$ cat config.mk
export PLATFORM = sky130hd
export DESIGN_NAME = spmp_port
export DESIGN_NICKNAME = d
export VERILOG_FILES = /design/src/spmp_pkg.sv /design/src/spmp_sync.sv /design/src/spmp_divider.sv /design/src/spmp_port.sv
export SDC_FILE = /design/constraint.sdc
export NUM_CORES = 1
export LEC_CHECK = 0
export ABC_AREA = 1
export ABC_CLOCK_PERIOD_IN_PS = 3400
export BUFFER_PORTS_ARGS = -buffer_cell sky130_fd_sc_hd__buf_2
export CAP_MARGIN = 0
export CORE_MARGIN = 1
export CORE_UTILIZATION = 25
export CTS_CLUSTER_DIAMETER = 50
export DETAILED_ROUTE_END_ITERATION = 8
export PLACE_DENSITY = 0.49
export SLEW_MARGIN = 20
export SYNTH_ARGS = -nofsm -noshare
export SYNTH_HDL_FRONTEND = slang
export SYNTH_HIERARCHICAL = 1
export SYNTH_SLANG_ARGS = --single-unit
$ cat constraint.sdc
create_clock -name I_CLK -period 3.4 [get_ports I_CLK]
set_clock_uncertainty 0.2 [all_clocks]
set_input_delay 0.68 -clock I_CLK [delete_from_list [all_inputs] [get_ports I_CLK]]
set_output_delay 0.68 -clock I_CLK [all_outputs]
set_load 0.05 [all_outputs]
$ cat src/spmp_pkg.sv
// package: register map, field positions and timing of the serial port
package spmp_pkg;
    localparam logic [1:0] ADDR_CONTROL = 2'h0;
    localparam logic [1:0] ADDR_STATUS = 2'h1;
    localparam logic [1:0] ADDR_DATA = 2'h2;
    localparam logic [1:0] ADDR_PINS = 2'h3;
    localparam logic [7:0] CONTROL_RESET = 8'h00;
    localparam int CTL_IRQ_EN = 7;
    localparam int CTL_ENABLE = 6;
    localparam int CTL_LSB_FIRST = 5;
    localparam int CTL_MASTER = 4;
    localparam int CTL_POLARITY = 3;
    localparam int CTL_PHASE = 2;
    localparam int STA_DONE = 7;
    localparam int STA_COLLISION = 6;
    localparam int STA_DOUBLE = 0;
    localparam int PIN_SS_OUT_EN = 0;
    localparam int PIN_SS_OUT_VAL = 1;
    localparam int PIN_MISO_OUT_EN = 2;
    localparam int PIN_MOSI_OUT_EN = 3;
    localparam int PIN_SCK_OUT_EN = 4;
    localparam logic [7:0] PINS_RESET = 8'h00;
    localparam int BITS_PER_BYTE = 8;
    localparam int CLK_MHZ = 50;
    localparam int CLK_PERIOD_NS = 1000 / CLK_MHZ;
    // half sck period in system clocks, indexed by {double, rate}
    localparam logic [6:0] HALF_DIV_0 = 7'h02;
    localparam logic [6:0] HALF_DIV_1 = 7'h08;
    localparam logic [6:0] HALF_DIV_2 = 7'h20;
    localparam logic [6:0] HALF_DIV_3 = 7'h40;
    localparam logic [6:0] HALF_DIV_4 = 7'h01;
    localparam logic [6:0] HALF_DIV_5 = 7'h04;
    localparam logic [6:0] HALF_DIV_6 = 7'h10;
    localparam logic [6:0] HALF_DIV_7 = 7'h20;
    typedef struct packed {
        logic [1:0] addr;
        logic [7:0] wdata;
        logic wr;
        logic rd;
    } spmp_bus_s;
endpackage

$ cat src/spmp_sync.sv
// two-flop synchroniser for one pin level
`timescale 1ns/100ps
module spmp_sync
(
    // clock and reset
    input wire logic i_clk,
    input wire logic i_reset,
    // level
    input wire logic i_d,
    output logic o_q
);
    logic meta;
    always_ff @(posedge i_clk or posedge i_reset)
    begin
        if (i_reset)
        begin
            meta <= 1'b0;
            o_q <= 1'b0;
        end
        else
        begin
            meta <= i_d;
            o_q <= meta;
        end
    end
endmodule

$ cat src/spmp_divider.sv
// sck half-period tick generator for master role
`timescale 1ns/100ps
module spmp_divider
(
    input wire logic i_clk,
    input wire logic i_reset,
    input wire logic i_run,
    input wire logic [6:0] i_half,
    output logic o_tick
);
    logic [6:0] count;
    always_ff @(posedge i_clk or posedge i_reset)
    begin
        if (i_reset)
        begin
            count <= 7'h00;
            o_tick <= 1'b0;
        end
        else if (!i_run)
        begin
            count <= 7'h00;
            o_tick <= 1'b0;
        end
        else if (count + 7'h01 >= i_half)
        begin
            count <= 7'h00;
            o_tick <= 1'b1;
        end
        else
        begin
            count <= count + 7'h01;
            o_tick <= 1'b0;
        end
    end
endmodule

$ cat src/spmp_port.sv
// serial port top: registers, master clock, shift logic, pin control
//
// Chosen here: the plain strobed port and the address map.
`timescale 1ns/100ps
module spmp_port
(
    // clock and reset
    input wire logic I_CLK,
    input wire logic I_RESET,
    // register port
    input wire logic [1:0] I_ADDR,
    input wire logic [7:0] I_WDATA,
    input wire logic I_WR,
    input wire logic I_RD,
    output logic [7:0] O_RDATA,
    // cpu side
    input wire logic I_GLOBAL_IRQ_EN,
    input wire logic I_IRQ_ACK,
    output logic O_IRQ,
    // serial pins
    input wire logic I_SCK,
    output logic O_SCK,
    output logic O_SCK_OE,
    input wire logic I_MOSI,
    output logic O_MOSI,
    output logic O_MOSI_OE,
    input wire logic I_MISO,
    output logic O_MISO,
    output logic O_MISO_OE,
    input wire logic I_SS_N,
    output logic O_SS_N,
    output logic O_SS_N_OE
);
    spmp_pkg::spmp_bus_s bus;
    logic [7:0] control;
    logic [7:0] pins;
    logic done_flag;
    logic coll_flag;
    logic double_speed;
    logic status_seen;
    logic [7:0] shifter;
    logic [7:0] rx_buf;
    logic [3:0] bit_cnt;
    logic sck_lvl;
    logic busy;
    logic sck_s, ss_s, mosi_s, miso_s;
    logic sck_prev;
    logic tick;
    logic out_bit;
    logic [6:0] half;
    logic enabled, master, ss_in_mode, demote;
    logic data_access, data_write, status_read;
    logic s_sel, s_lead, s_trail, m_lead, m_trail;
    logic sample_ev, setup_ev, first_ev, in_bit, byte_end;
    logic in_hold;
    logic tail;
    logic [2:0] m_cap;
    logic [7:0] m_rx;
    logic [3:0] m_got;
    logic m_end;

    assign bus = '{addr: I_ADDR, wdata: I_WDATA, wr: I_WR, rd: I_RD};
    assign enabled = control[spmp_pkg::CTL_ENABLE];
    assign master = control[spmp_pkg::CTL_MASTER];
    assign ss_in_mode = !pins[spmp_pkg::PIN_SS_OUT_EN];
    assign data_access = (bus.wr || bus.rd) && bus.addr == spmp_pkg::ADDR_DATA;
    assign data_write = bus.wr && bus.addr == spmp_pkg::ADDR_DATA;
    assign status_read = bus.rd && bus.addr == spmp_pkg::ADDR_STATUS;
    // a low SS as input in master role means another master took the bus
    assign demote = enabled && master && ss_in_mode && !ss_s;

    // pins from outside pass two flops before use
    spmp_sync u_sync_sck (.i_clk(I_CLK), .i_reset(I_RESET), .i_d(I_SCK),
        .o_q(sck_s));
    spmp_sync u_sync_ss (.i_clk(I_CLK), .i_reset(I_RESET), .i_d(I_SS_N),
        .o_q(ss_s));
    spmp_sync u_sync_mosi (.i_clk(I_CLK), .i_reset(I_RESET), .i_d(I_MOSI),
        .o_q(mosi_s));
    spmp_sync u_sync_miso (.i_clk(I_CLK), .i_reset(I_RESET), .i_d(I_MISO),
        .o_q(miso_s));

    always_comb
    begin
        case ({double_speed, control[1:0]})
            3'h0: half = spmp_pkg::HALF_DIV_0;
            3'h1: half = spmp_pkg::HALF_DIV_1;
            3'h2: half = spmp_pkg::HALF_DIV_2;
            3'h3: half = spmp_pkg::HALF_DIV_3;
            3'h4: half = spmp_pkg::HALF_DIV_4;
            3'h5: half = spmp_pkg::HALF_DIV_5;
            3'h6: half = spmp_pkg::HALF_DIV_6;
            default: half = spmp_pkg::HALF_DIV_7;
        endcase
    end

    spmp_divider u_div (.i_clk(I_CLK), .i_reset(I_RESET),
        .i_run(busy && master && enabled), .i_half(half), .o_tick(tick));

    always_ff @(posedge I_CLK or posedge I_RESET)
    begin
        if (I_RESET)
            sck_prev <= 1'b0;
        else
            sck_prev <= sck_s;
    end

    // slave edges, relative to idle level; only while selected
    assign s_sel = enabled && !master && !ss_s;
    assign s_lead = s_sel && (sck_s != sck_prev)
        && (sck_prev == control[spmp_pkg::CTL_POLARITY]);
    assign s_trail = s_sel && (sck_s != sck_prev)
        && (sck_prev != control[spmp_pkg::CTL_POLARITY]);
    // master edges: a tick flips sck; leading when sck sits at idle
    assign m_lead = busy && master && enabled && tick && !sck_lvl;
    assign m_trail = busy && master && enabled && tick && sck_lvl;
    assign sample_ev = control[spmp_pkg::CTL_PHASE] ?
        (s_trail || m_trail) : (s_lead || m_lead);
    assign setup_ev = control[spmp_pkg::CTL_PHASE] ?
        (s_lead || m_lead) : (s_trail || m_trail);
    assign in_bit = master ? miso_s : mosi_s;
    assign byte_end = sample_ev && bit_cnt == 4'(spmp_pkg::BITS_PER_BYTE - 1);
    assign out_bit = control[spmp_pkg::CTL_LSB_FIRST] ?
        shifter[0] : shifter[7];
    // phase one: first leading edge only sets up the already presented bit
    assign first_ev = bit_cnt == 4'h0 && control[spmp_pkg::CTL_PHASE];
    assign m_end = m_cap[2] && m_got == 4'(spmp_pkg::BITS_PER_BYTE - 1);

    // master input comes back through our sck flop and the pin
    // synchroniser, so each sample is taken three clocks after its tick
    always_ff @(posedge I_CLK or posedge I_RESET)
    begin
        if (I_RESET)
        begin
            m_cap <= 3'h0;
            m_rx <= 8'h00;
            m_got <= 4'h0;
        end
        else if (!enabled || !master || demote)
        begin
            m_cap <= 3'h0;
            m_got <= 4'h0;
        end
        else
        begin
            m_cap <= {m_cap[1:0], sample_ev};
            if (m_cap[2])
            begin
                m_rx <= control[spmp_pkg::CTL_LSB_FIRST] ?
                    {miso_s, m_rx[7:1]} : {m_rx[6:0], miso_s};
                m_got <= m_end ? 4'h0 : m_got + 4'h1;
            end
        end
    end

    // control register, master select cleared by demotion
    always_ff @(posedge I_CLK or posedge I_RESET)
    begin
        if (I_RESET)
            control <= spmp_pkg::CONTROL_RESET;
        else if (bus.wr && bus.addr == spmp_pkg::ADDR_CONTROL)
            control <= bus.wdata;
        else if (demote)
            control[spmp_pkg::CTL_MASTER] <= 1'b0;
    end

    // pin direction register: SS as output is a plain gpio, enabled in master role only
    always_ff @(posedge I_CLK or posedge I_RESET)
    begin
        if (I_RESET)
            pins <= spmp_pkg::PINS_RESET;
        else if (bus.wr && bus.addr == spmp_pkg::ADDR_PINS)
            pins <= bus.wdata;
    end

    always_ff @(posedge I_CLK or posedge I_RESET)
    begin
        if (I_RESET)
            double_speed <= 1'b0;
        else if (bus.wr && bus.addr == spmp_pkg::ADDR_STATUS)
            double_speed <= bus.wdata[spmp_pkg::STA_DOUBLE];
    end

    // shift engine
    always_ff @(posedge I_CLK or posedge I_RESET)
    begin
        if (I_RESET)
        begin
            shifter <= 8'h00;
            bit_cnt <= 4'h0;
            busy <= 1'b0;
            sck_lvl <= 1'b0;
            rx_buf <= 8'h00;
            in_hold <= 1'b0;
            tail <= 1'b0;
        end
        else if (!enabled || demote || (!master && ss_s))
        begin
            // deselect drops any partial byte at once
            bit_cnt <= 4'h0;
            tail <= 1'b0;
            busy <= 1'b0;
            sck_lvl <= 1'b0;
            if (data_write)
                shifter <= bus.wdata;
        end
        else
        begin
            if (data_write && !busy)
            begin
                shifter <= bus.wdata;
                busy <= master;
            end
            if (tick && busy && master)
                sck_lvl <= !sck_lvl;
            if (s_lead || s_trail)
                busy <= 1'b1;
            // sampled bit is held aside so the output pin stays still
            if (setup_ev && !first_ev)
                shifter <= control[spmp_pkg::CTL_LSB_FIRST] ?
                    {in_hold, shifter[7:1]} : {shifter[6:0], in_hold};
            if (sample_ev)
            begin
                in_hold <= in_bit;
                bit_cnt <= bit_cnt + 4'h1;
            end
            if (byte_end)
            begin
                bit_cnt <= 4'h0;
                if (!master)
                    rx_buf <= control[spmp_pkg::CTL_LSB_FIRST] ?
                        {in_bit, shifter[7:1]} : {shifter[6:0], in_bit};
                // master in phase zero still owes the closing edge
                if (master && !control[spmp_pkg::CTL_PHASE])
                    tail <= 1'b1;
                else
                    busy <= 1'b0;
            end
            if (m_trail && tail)
            begin
                busy <= 1'b0;
                tail <= 1'b0;
            end
            if (m_end)
                rx_buf <= control[spmp_pkg::CTL_LSB_FIRST] ?
                    {miso_s, m_rx[7:1]} : {m_rx[6:0], miso_s};
        end
    end

    // flags: hardware set wins over any clear in the same cycle
    always_ff @(posedge I_CLK or posedge I_RESET)
    begin
        if (I_RESET)
        begin
            done_flag <= 1'b0;
            coll_flag <= 1'b0;
            status_seen <= 1'b0;
        end
        else
        begin
            if (status_read)
                status_seen <= done_flag || coll_flag;
            else if (data_access)
                status_seen <= 1'b0;
            if ((byte_end && !master) || m_end || demote)
                done_flag <= 1'b1;
            else if (I_IRQ_ACK || (data_access && status_seen))
                done_flag <= 1'b0;
            if (data_write && busy)
                coll_flag <= 1'b1;
            else if (data_access && status_seen)
                coll_flag <= 1'b0;
        end
    end

    // read data, one cycle after the strobe
    always_ff @(posedge I_CLK or posedge I_RESET)
    begin
        if (I_RESET)
            O_RDATA <= 8'h00;
        else if (bus.rd)
            case (bus.addr)
                spmp_pkg::ADDR_CONTROL: O_RDATA <= control;
                spmp_pkg::ADDR_STATUS: O_RDATA <= {done_flag, coll_flag,
                    5'h00, double_speed};
                spmp_pkg::ADDR_DATA: O_RDATA <= rx_buf;
                spmp_pkg::ADDR_PINS: O_RDATA <= pins;
                default: O_RDATA <= 8'h00;
            endcase
        else
            O_RDATA <= 8'h00;
    end

    // pin drivers
    always_ff @(posedge I_CLK or posedge I_RESET)
    begin
        if (I_RESET)
        begin
            O_IRQ <= 1'b0;
            O_SCK <= 1'b0;
            O_SCK_OE <= 1'b0;
            O_MOSI <= 1'b0;
            O_MOSI_OE <= 1'b0;
            O_MISO <= 1'b0;
            O_MISO_OE <= 1'b0;
            O_SS_N <= 1'b1;
            O_SS_N_OE <= 1'b0;
        end
        else
        begin
            O_IRQ <= control[spmp_pkg::CTL_IRQ_EN] && done_flag
                && I_GLOBAL_IRQ_EN;
            O_SCK <= sck_lvl ^ control[spmp_pkg::CTL_POLARITY];
            O_SCK_OE <= enabled && master && !demote
                && pins[spmp_pkg::PIN_SCK_OUT_EN];
            O_MOSI <= out_bit;
            O_MOSI_OE <= enabled && master && !demote
                && pins[spmp_pkg::PIN_MOSI_OUT_EN];
            O_MISO <= out_bit;
            O_MISO_OE <= s_sel && pins[spmp_pkg::PIN_MISO_OUT_EN];
            O_SS_N <= pins[spmp_pkg::PIN_SS_OUT_VAL];
            O_SS_N_OE <= master && pins[spmp_pkg::PIN_SS_OUT_EN];
        end
    end

    chk_demote_clears: assert property (@(posedge I_CLK) disable iff (I_RESET)
        demote && !(bus.wr && bus.addr == spmp_pkg::ADDR_CONTROL)
        |=> !control[spmp_pkg::CTL_MASTER] && done_flag)
        else $error("demotion did not clear master");
    chk_done_sets: assert property (@(posedge I_CLK) disable iff (I_RESET)
        (byte_end && !master) || m_end |=> done_flag)
        else $error("done flag not set");
    chk_coll_sets: assert property (@(posedge I_CLK) disable iff (I_RESET)
        data_write && busy |=> coll_flag)
        else $error("collision not flagged");
    chk_irq_gate: assert property (@(posedge I_CLK) disable iff (I_RESET)
        O_IRQ |-> $past(done_flag) && $past(I_GLOBAL_IRQ_EN))
        else $error("irq without cause");
    chk_status_zero: assert property (@(posedge I_CLK) disable iff (I_RESET)
        $past(status_read) |-> O_RDATA[5:1] == 5'h00)
        else $error("reserved status bits nonzero");
    chk_miso_off: assert property (@(posedge I_CLK) disable iff (I_RESET)
        ss_s ##1 ss_s |-> !O_MISO_OE)
        else $error("miso driven while deselected");
    chk_idle_off: assert property (@(posedge I_CLK) disable iff (I_RESET)
        !enabled |=> bit_cnt == 4'h0 && !busy)
        else $error("shift active while disabled");
    chk_master_end: assert property (@(posedge I_CLK) disable iff (I_RESET)
        master && ((tail && m_trail)
        || (busy && byte_end && control[spmp_pkg::CTL_PHASE]))
        |=> !busy)
        else $error("master clock not stopped");
endmodule

* Word-level counts from Yosys, hierarchy flattened
Index checks and enable logic that the tools add are counted.
Operators by class: add/sub/neg operators 3, order comparisons 1, eq/ne operators 15, muxes and demuxes 48, bitwise gates (word level) 3, reduce and logical (&&, ||, !) cells 79
Operators with widths (number):
- 2-to-1 mux 8 bit | 11
- one-hot mux 7 bit (6 select lines) | 1
- logical AND 1 bit | 39
- one-hot mux 8 bit (4 select lines) | 1
- 2-to-1 mux 1 bit | 26
- 2-to-1 mux 4 bit | 6
- 2-to-1 mux 7 bit | 2
- nonzero test 2 bit | 7
- logical OR 1 bit | 12
- nonzero test 3 bit | 4
- equality test 3 bit, second input constant | 3
- zero test 1 bit | 9
- adder 4 x 1 -> 4 bit, second input constant | 2
- equality test 4 x 3 -> 1 bit, second input constant | 2
- AND reduction 2 bit | 4
- adder 7 x 1 -> 7 bit, second input constant | 1
- greater-or-equal comparator 7 bit | 1
- equality test 2 bit, second input constant | 2
- zero test 4 bit | 1
- equality test 3 x 1 -> 1 bit, second input constant | 1
- equality test 3 x 2 -> 1 bit, second input constant | 1
- zero test 3 bit | 1
- 2-to-1 mux 3 bit | 1
- AND reduction 3 bit | 1
- 8 further kinds | 10
Word-level totals: register bits after elaboration 92, input port bits 20

* Depth between registers and ports, before layout
depth in word-level cells 12, gate-level depth with buffers 12, depth with buffers taken out 12

* Cells and area by module
The synthesis kept the hierarchy.
Modules (own cells, without submodules):
- spmp_port | times used 1, cells each 469, area each 3940.0 um2
- spmp_divider | times used 1, cells each 89, area each 625.6 um2
- spmp_sync | times used 4, cells each 3, area each 53.8 um2

* Worst setup path after synthesis
OpenSTA, ideal clock, no wires.
path kind register to register, start reg u_div.count[0], end reg u_div.o_tick, data arrival time 1.736 ns, data required time 3.086 ns, setup slack 1.350 ns, stages on the path, launching flop included 12, buffers on the path 0, cell sequence dfrtp_1 ha_1 nand2_1 nand2_1 and2_1 ha_1 nand2_1 inv_1 a21oi_1 nand3_2 nand2_1 inv_1
Between the ends: longest elaborated chain between the ends 4
Ends and longest elaborated chain:
- start: declaration | RTL line spmp_divider.sv:11 | logic [6:0] count;
- start signal: assignment | RTL line spmp_divider.sv:31 | count <= count + 7'h01;
- adder 7 x 1 -> 7 bit | RTL line spmp_divider.sv:24 | else if (count + 7'h01 >= i_half)
- greater-or-equal comparator 7 bit | RTL line spmp_divider.sv:24
- 2-to-1 mux 1 bit | RTL line spmp_divider.sv:24
- 2-to-1 mux 1 bit | RTL line spmp_divider.sv:19 | else if (!i_run)
- end signal: assignment | RTL line spmp_divider.sv:17 | o_tick <= 1'b0;
- end signal: assignment | RTL line spmp_divider.sv:22 | o_tick <= 1'b0;
- end signal: assignment | RTL line spmp_divider.sv:27 | o_tick <= 1'b1;
- end: declaration | RTL line spmp_divider.sv:9 | output logic o_tick
No other way between the ends. A chain may end at the register's enable or synchronous reset.

* Final worst setup path
Same ends and word-level chain as after synthesis.

==> flow_summary.toml <==
[outcome]
status = "complete, no violations"

[detailed_routing]
ant_nets = 0
drc = 0
route.vias.total = 3677
drt-pass1-iter-count = 4
wl_per_cell_um = 13.7
drt_iter0_drc = 226
wl_um = 11500
via_per_inst = 4.36

[yosys]
synth_flop_cell = "dfrtp_1"
ys_ff_latch = 92
yosys.area.top_type = "dfrtp_1"
synth.avg_cell_area_sq_um = 8.39
synthArstFlopShare = 1.00
synth_commonest_cells = "152 x nand2_1, 91 x dfrtp_1, 81 x inv_1"
yosysUniqueCellTypes = 43
synth_seq_area_share = 0.482
yosysMostFrequentCell = "nand2_1"
netlist_area_sq_um = 4780
synth-edff-count = 0
synth_top_area_frac = 0.476
synth_nets = 601
ys_top_cells_by_area = "dfrtp_1 48%, nand2_1 12%, inv_1 6.4%"
synth-warning-count = 6
synth_cells = 570

[pwr]
p_per_area_nw_per_um2 = 541
power.leakage_nw = 2.71
vdd_drop_max_v = 0.000269
comb_power_share = 0.175
p_sw_uw = 921
swShare = 0.308
seqPwrFrac = 0.432
internal_power_mw = 2.07
power_frac_clock = 0.393

[placement]
placed_cells = 828
dp_hpwl_um = 8830
placed_cell_area_sq_um = 5180
place_worst_setup_slack_ns = 1.15
io_buffers = 36
gp_congestion = 0.796

[global_route]
grt_max_degree = 57
overflow = 0
grt_antenna_before_repair = 0
grt_first_pass_wirelength_um = 19300
grtUsageTotal = 0.128
first_global_vias = 3694

[clock_network]
clk_latency_ns = 0.36
cts_tree = "done"
cts_setup_buffers = 0
clock_path_buffers = 2
cts_hold_buf = 0
cts_root_buf = "clkbuf_16"
numCtsBuffers = 9
cts.clk_slew.worst_paths_ns = 0.07
clock-sinks = 92
cts_resized = 0
htree_levels = 3

[critical_path]
r2r_setup_slack_ns = 1.15
r2r_cells = 11
worstPathArrival_ns = 2.31
r2r_end = "u_div/o_tick$_DFF_PP0_"
critPathKind = "reg -> reg"
r2r-start = "u_div/count[0]$_DFF_PP0_"
crit_fanout = 8
endpoint_kind = "flop"
required_ns = 3.45
startpoint_type = "flop"

[final_layout]
final_cells = 844
stdcell_area_sq_um = 5530
nets = 636
diodes = 0
drive_gt1_frac = 0.175
syn2layout_area_growth_pct = 15.6

[timing]
slew_headroom = 0.335
setup_viol = 0
slew_violations = 0
tightest_slew_ns = 0.997
setup_tns_ns = 0
whs_ns = 0.0850
setup_slack_ns = 1.15
rsz0062_at_grt = "no"
post-route-min-period_ns = 2.25
fmax_ghz = 0.444
hold_viol_final = 0
period_share = 0.662

[floorplanning]
core_area_sq_um = 18700
dieArea_sq_um = 19700
top_level_ports = 37
die_h_um = 140
rows = 50
die_x_um = 140
start_util = 0.256

[job]
cap_violations = 0

[min_path]
hold_class = "in -> async"
[area by class of cell]
cell class,instances,area (sq um)
Fill cell,1998,13200
Sequential cell,92,2300
Multi-Input combinational cell,373,2030
Inverter,91,345
Tap cell,234,293
Clock buffer,9,225
Timing Repair Buffer,38,208
Clock inverter,7,123
[metrics by stage]
step            util  power, mW
6_report       0.296       2.99
5_1_grt        0.296       3.15
4_1_cts        0.296       3.03
3_5_place_dp   0.277       1.84
3_3_place_gp   0.277       1.84
2_1_floorplan      -       1.70
[worst max-delay path by stage]
stage / startpoint / end / slack [ns]
after global routing: u_div/count[0]$_DFF_PP0_ / u_div/o_tick$_DFF_PP0_ / 0.89
after floorplan: I_RESET / O_IRQ$_DFF_PP0_ / 0.58
after CTS: u_div/count[0]$_DFF_PP0_ / u_div/o_tick$_DFF_PP0_ / 1.14
final: u_div/count[0]$_DFF_PP0_ / u_div/o_tick$_DFF_PP0_ / 1.15
after detailed placement: u_div/count[0]$_DFF_PP0_ / u_div/o_tick$_DFF_PP0_ / 1.15
after global placement: u_div/count[0]$_DFF_PP0_ / u_div/o_tick$_DFF_PP0_ / 1.18
[registers in the layout (all words and copies together), names as in the netlist, 3 cells and up]
signal and cells:
pins 8, control 8, shifter 8, rx_buf 8, u_div/count 7, m_got 4
m_rx 8, bit_cnt 4, m_cap 3, O_RDATA 8
[cell usage in the layout (no fill, tap or decap), types with 3 or more instances in the layout]
cell type and n:
ha_1 11, xor2_1 4, o22ai_1 5, nand3_1 22, inv_2 9, nor3_1 9
o211ai_2 8, nor2_4 3, buf_2 36, clkbuf_16 9, bufinv_16 3, nand2_2 8
nand3_4 3, o21ai_0 38, o21ai_1 15, inv_1 80, nand2_1 152, a21oi_1 12
nor2_1 30, nand3_2 7, dfrtp_1 91, mux2i_1 4, nand4_1 14, nor2_2 8
[kinds of logic after synthesis]
family	Yosys count	share of synthesized area
compound gates	87	0.111
xor+xnor	5	0.00916
fa+ha+maj	11	0.0288
buf+inv	105	0.0934
flops	92	0.482
mux	4	0.00838
simple gates	266	0.268
[critical path, stage by stage (launching register included)]
cell	delay, ns
dfrtp_1	0.44
ha_1	0.29
nand2_1	0.09
nand2_1	0.06
and2_1	0.13
ha_1	0.28
nand2_1	0.09
inv_1	0.06
a21oi_1	0.17
nand3_2	0.19
nand2_1	0.10
inv_1	0.04
[per-layer routing]
layer / wire length, um / vias up / track usage
met3: 323 / 10 / 0.0256
li1: - / 1902 / -
met2: 5180 / 38 / 0.196
met5: 0 / - / 0
met1: 5880 / 1727 / 0.180
met4: 148 / 0 / 0.0382
[power by group through the flow]
stage	clock network, mW	registers (mW)	logic, mW
6_report	1.18	1.29	0.525
5_1_grt	1.25	1.31	0.592
4_1_cts	1.21	1.29	0.531
3_5_place_dp	0	1.31	0.531
3_3_place_gp	0	1.31	0.529
2_1_floorplan	0	1.32	0.374
No activity file was read; power rests on OpenSTA's default activity.
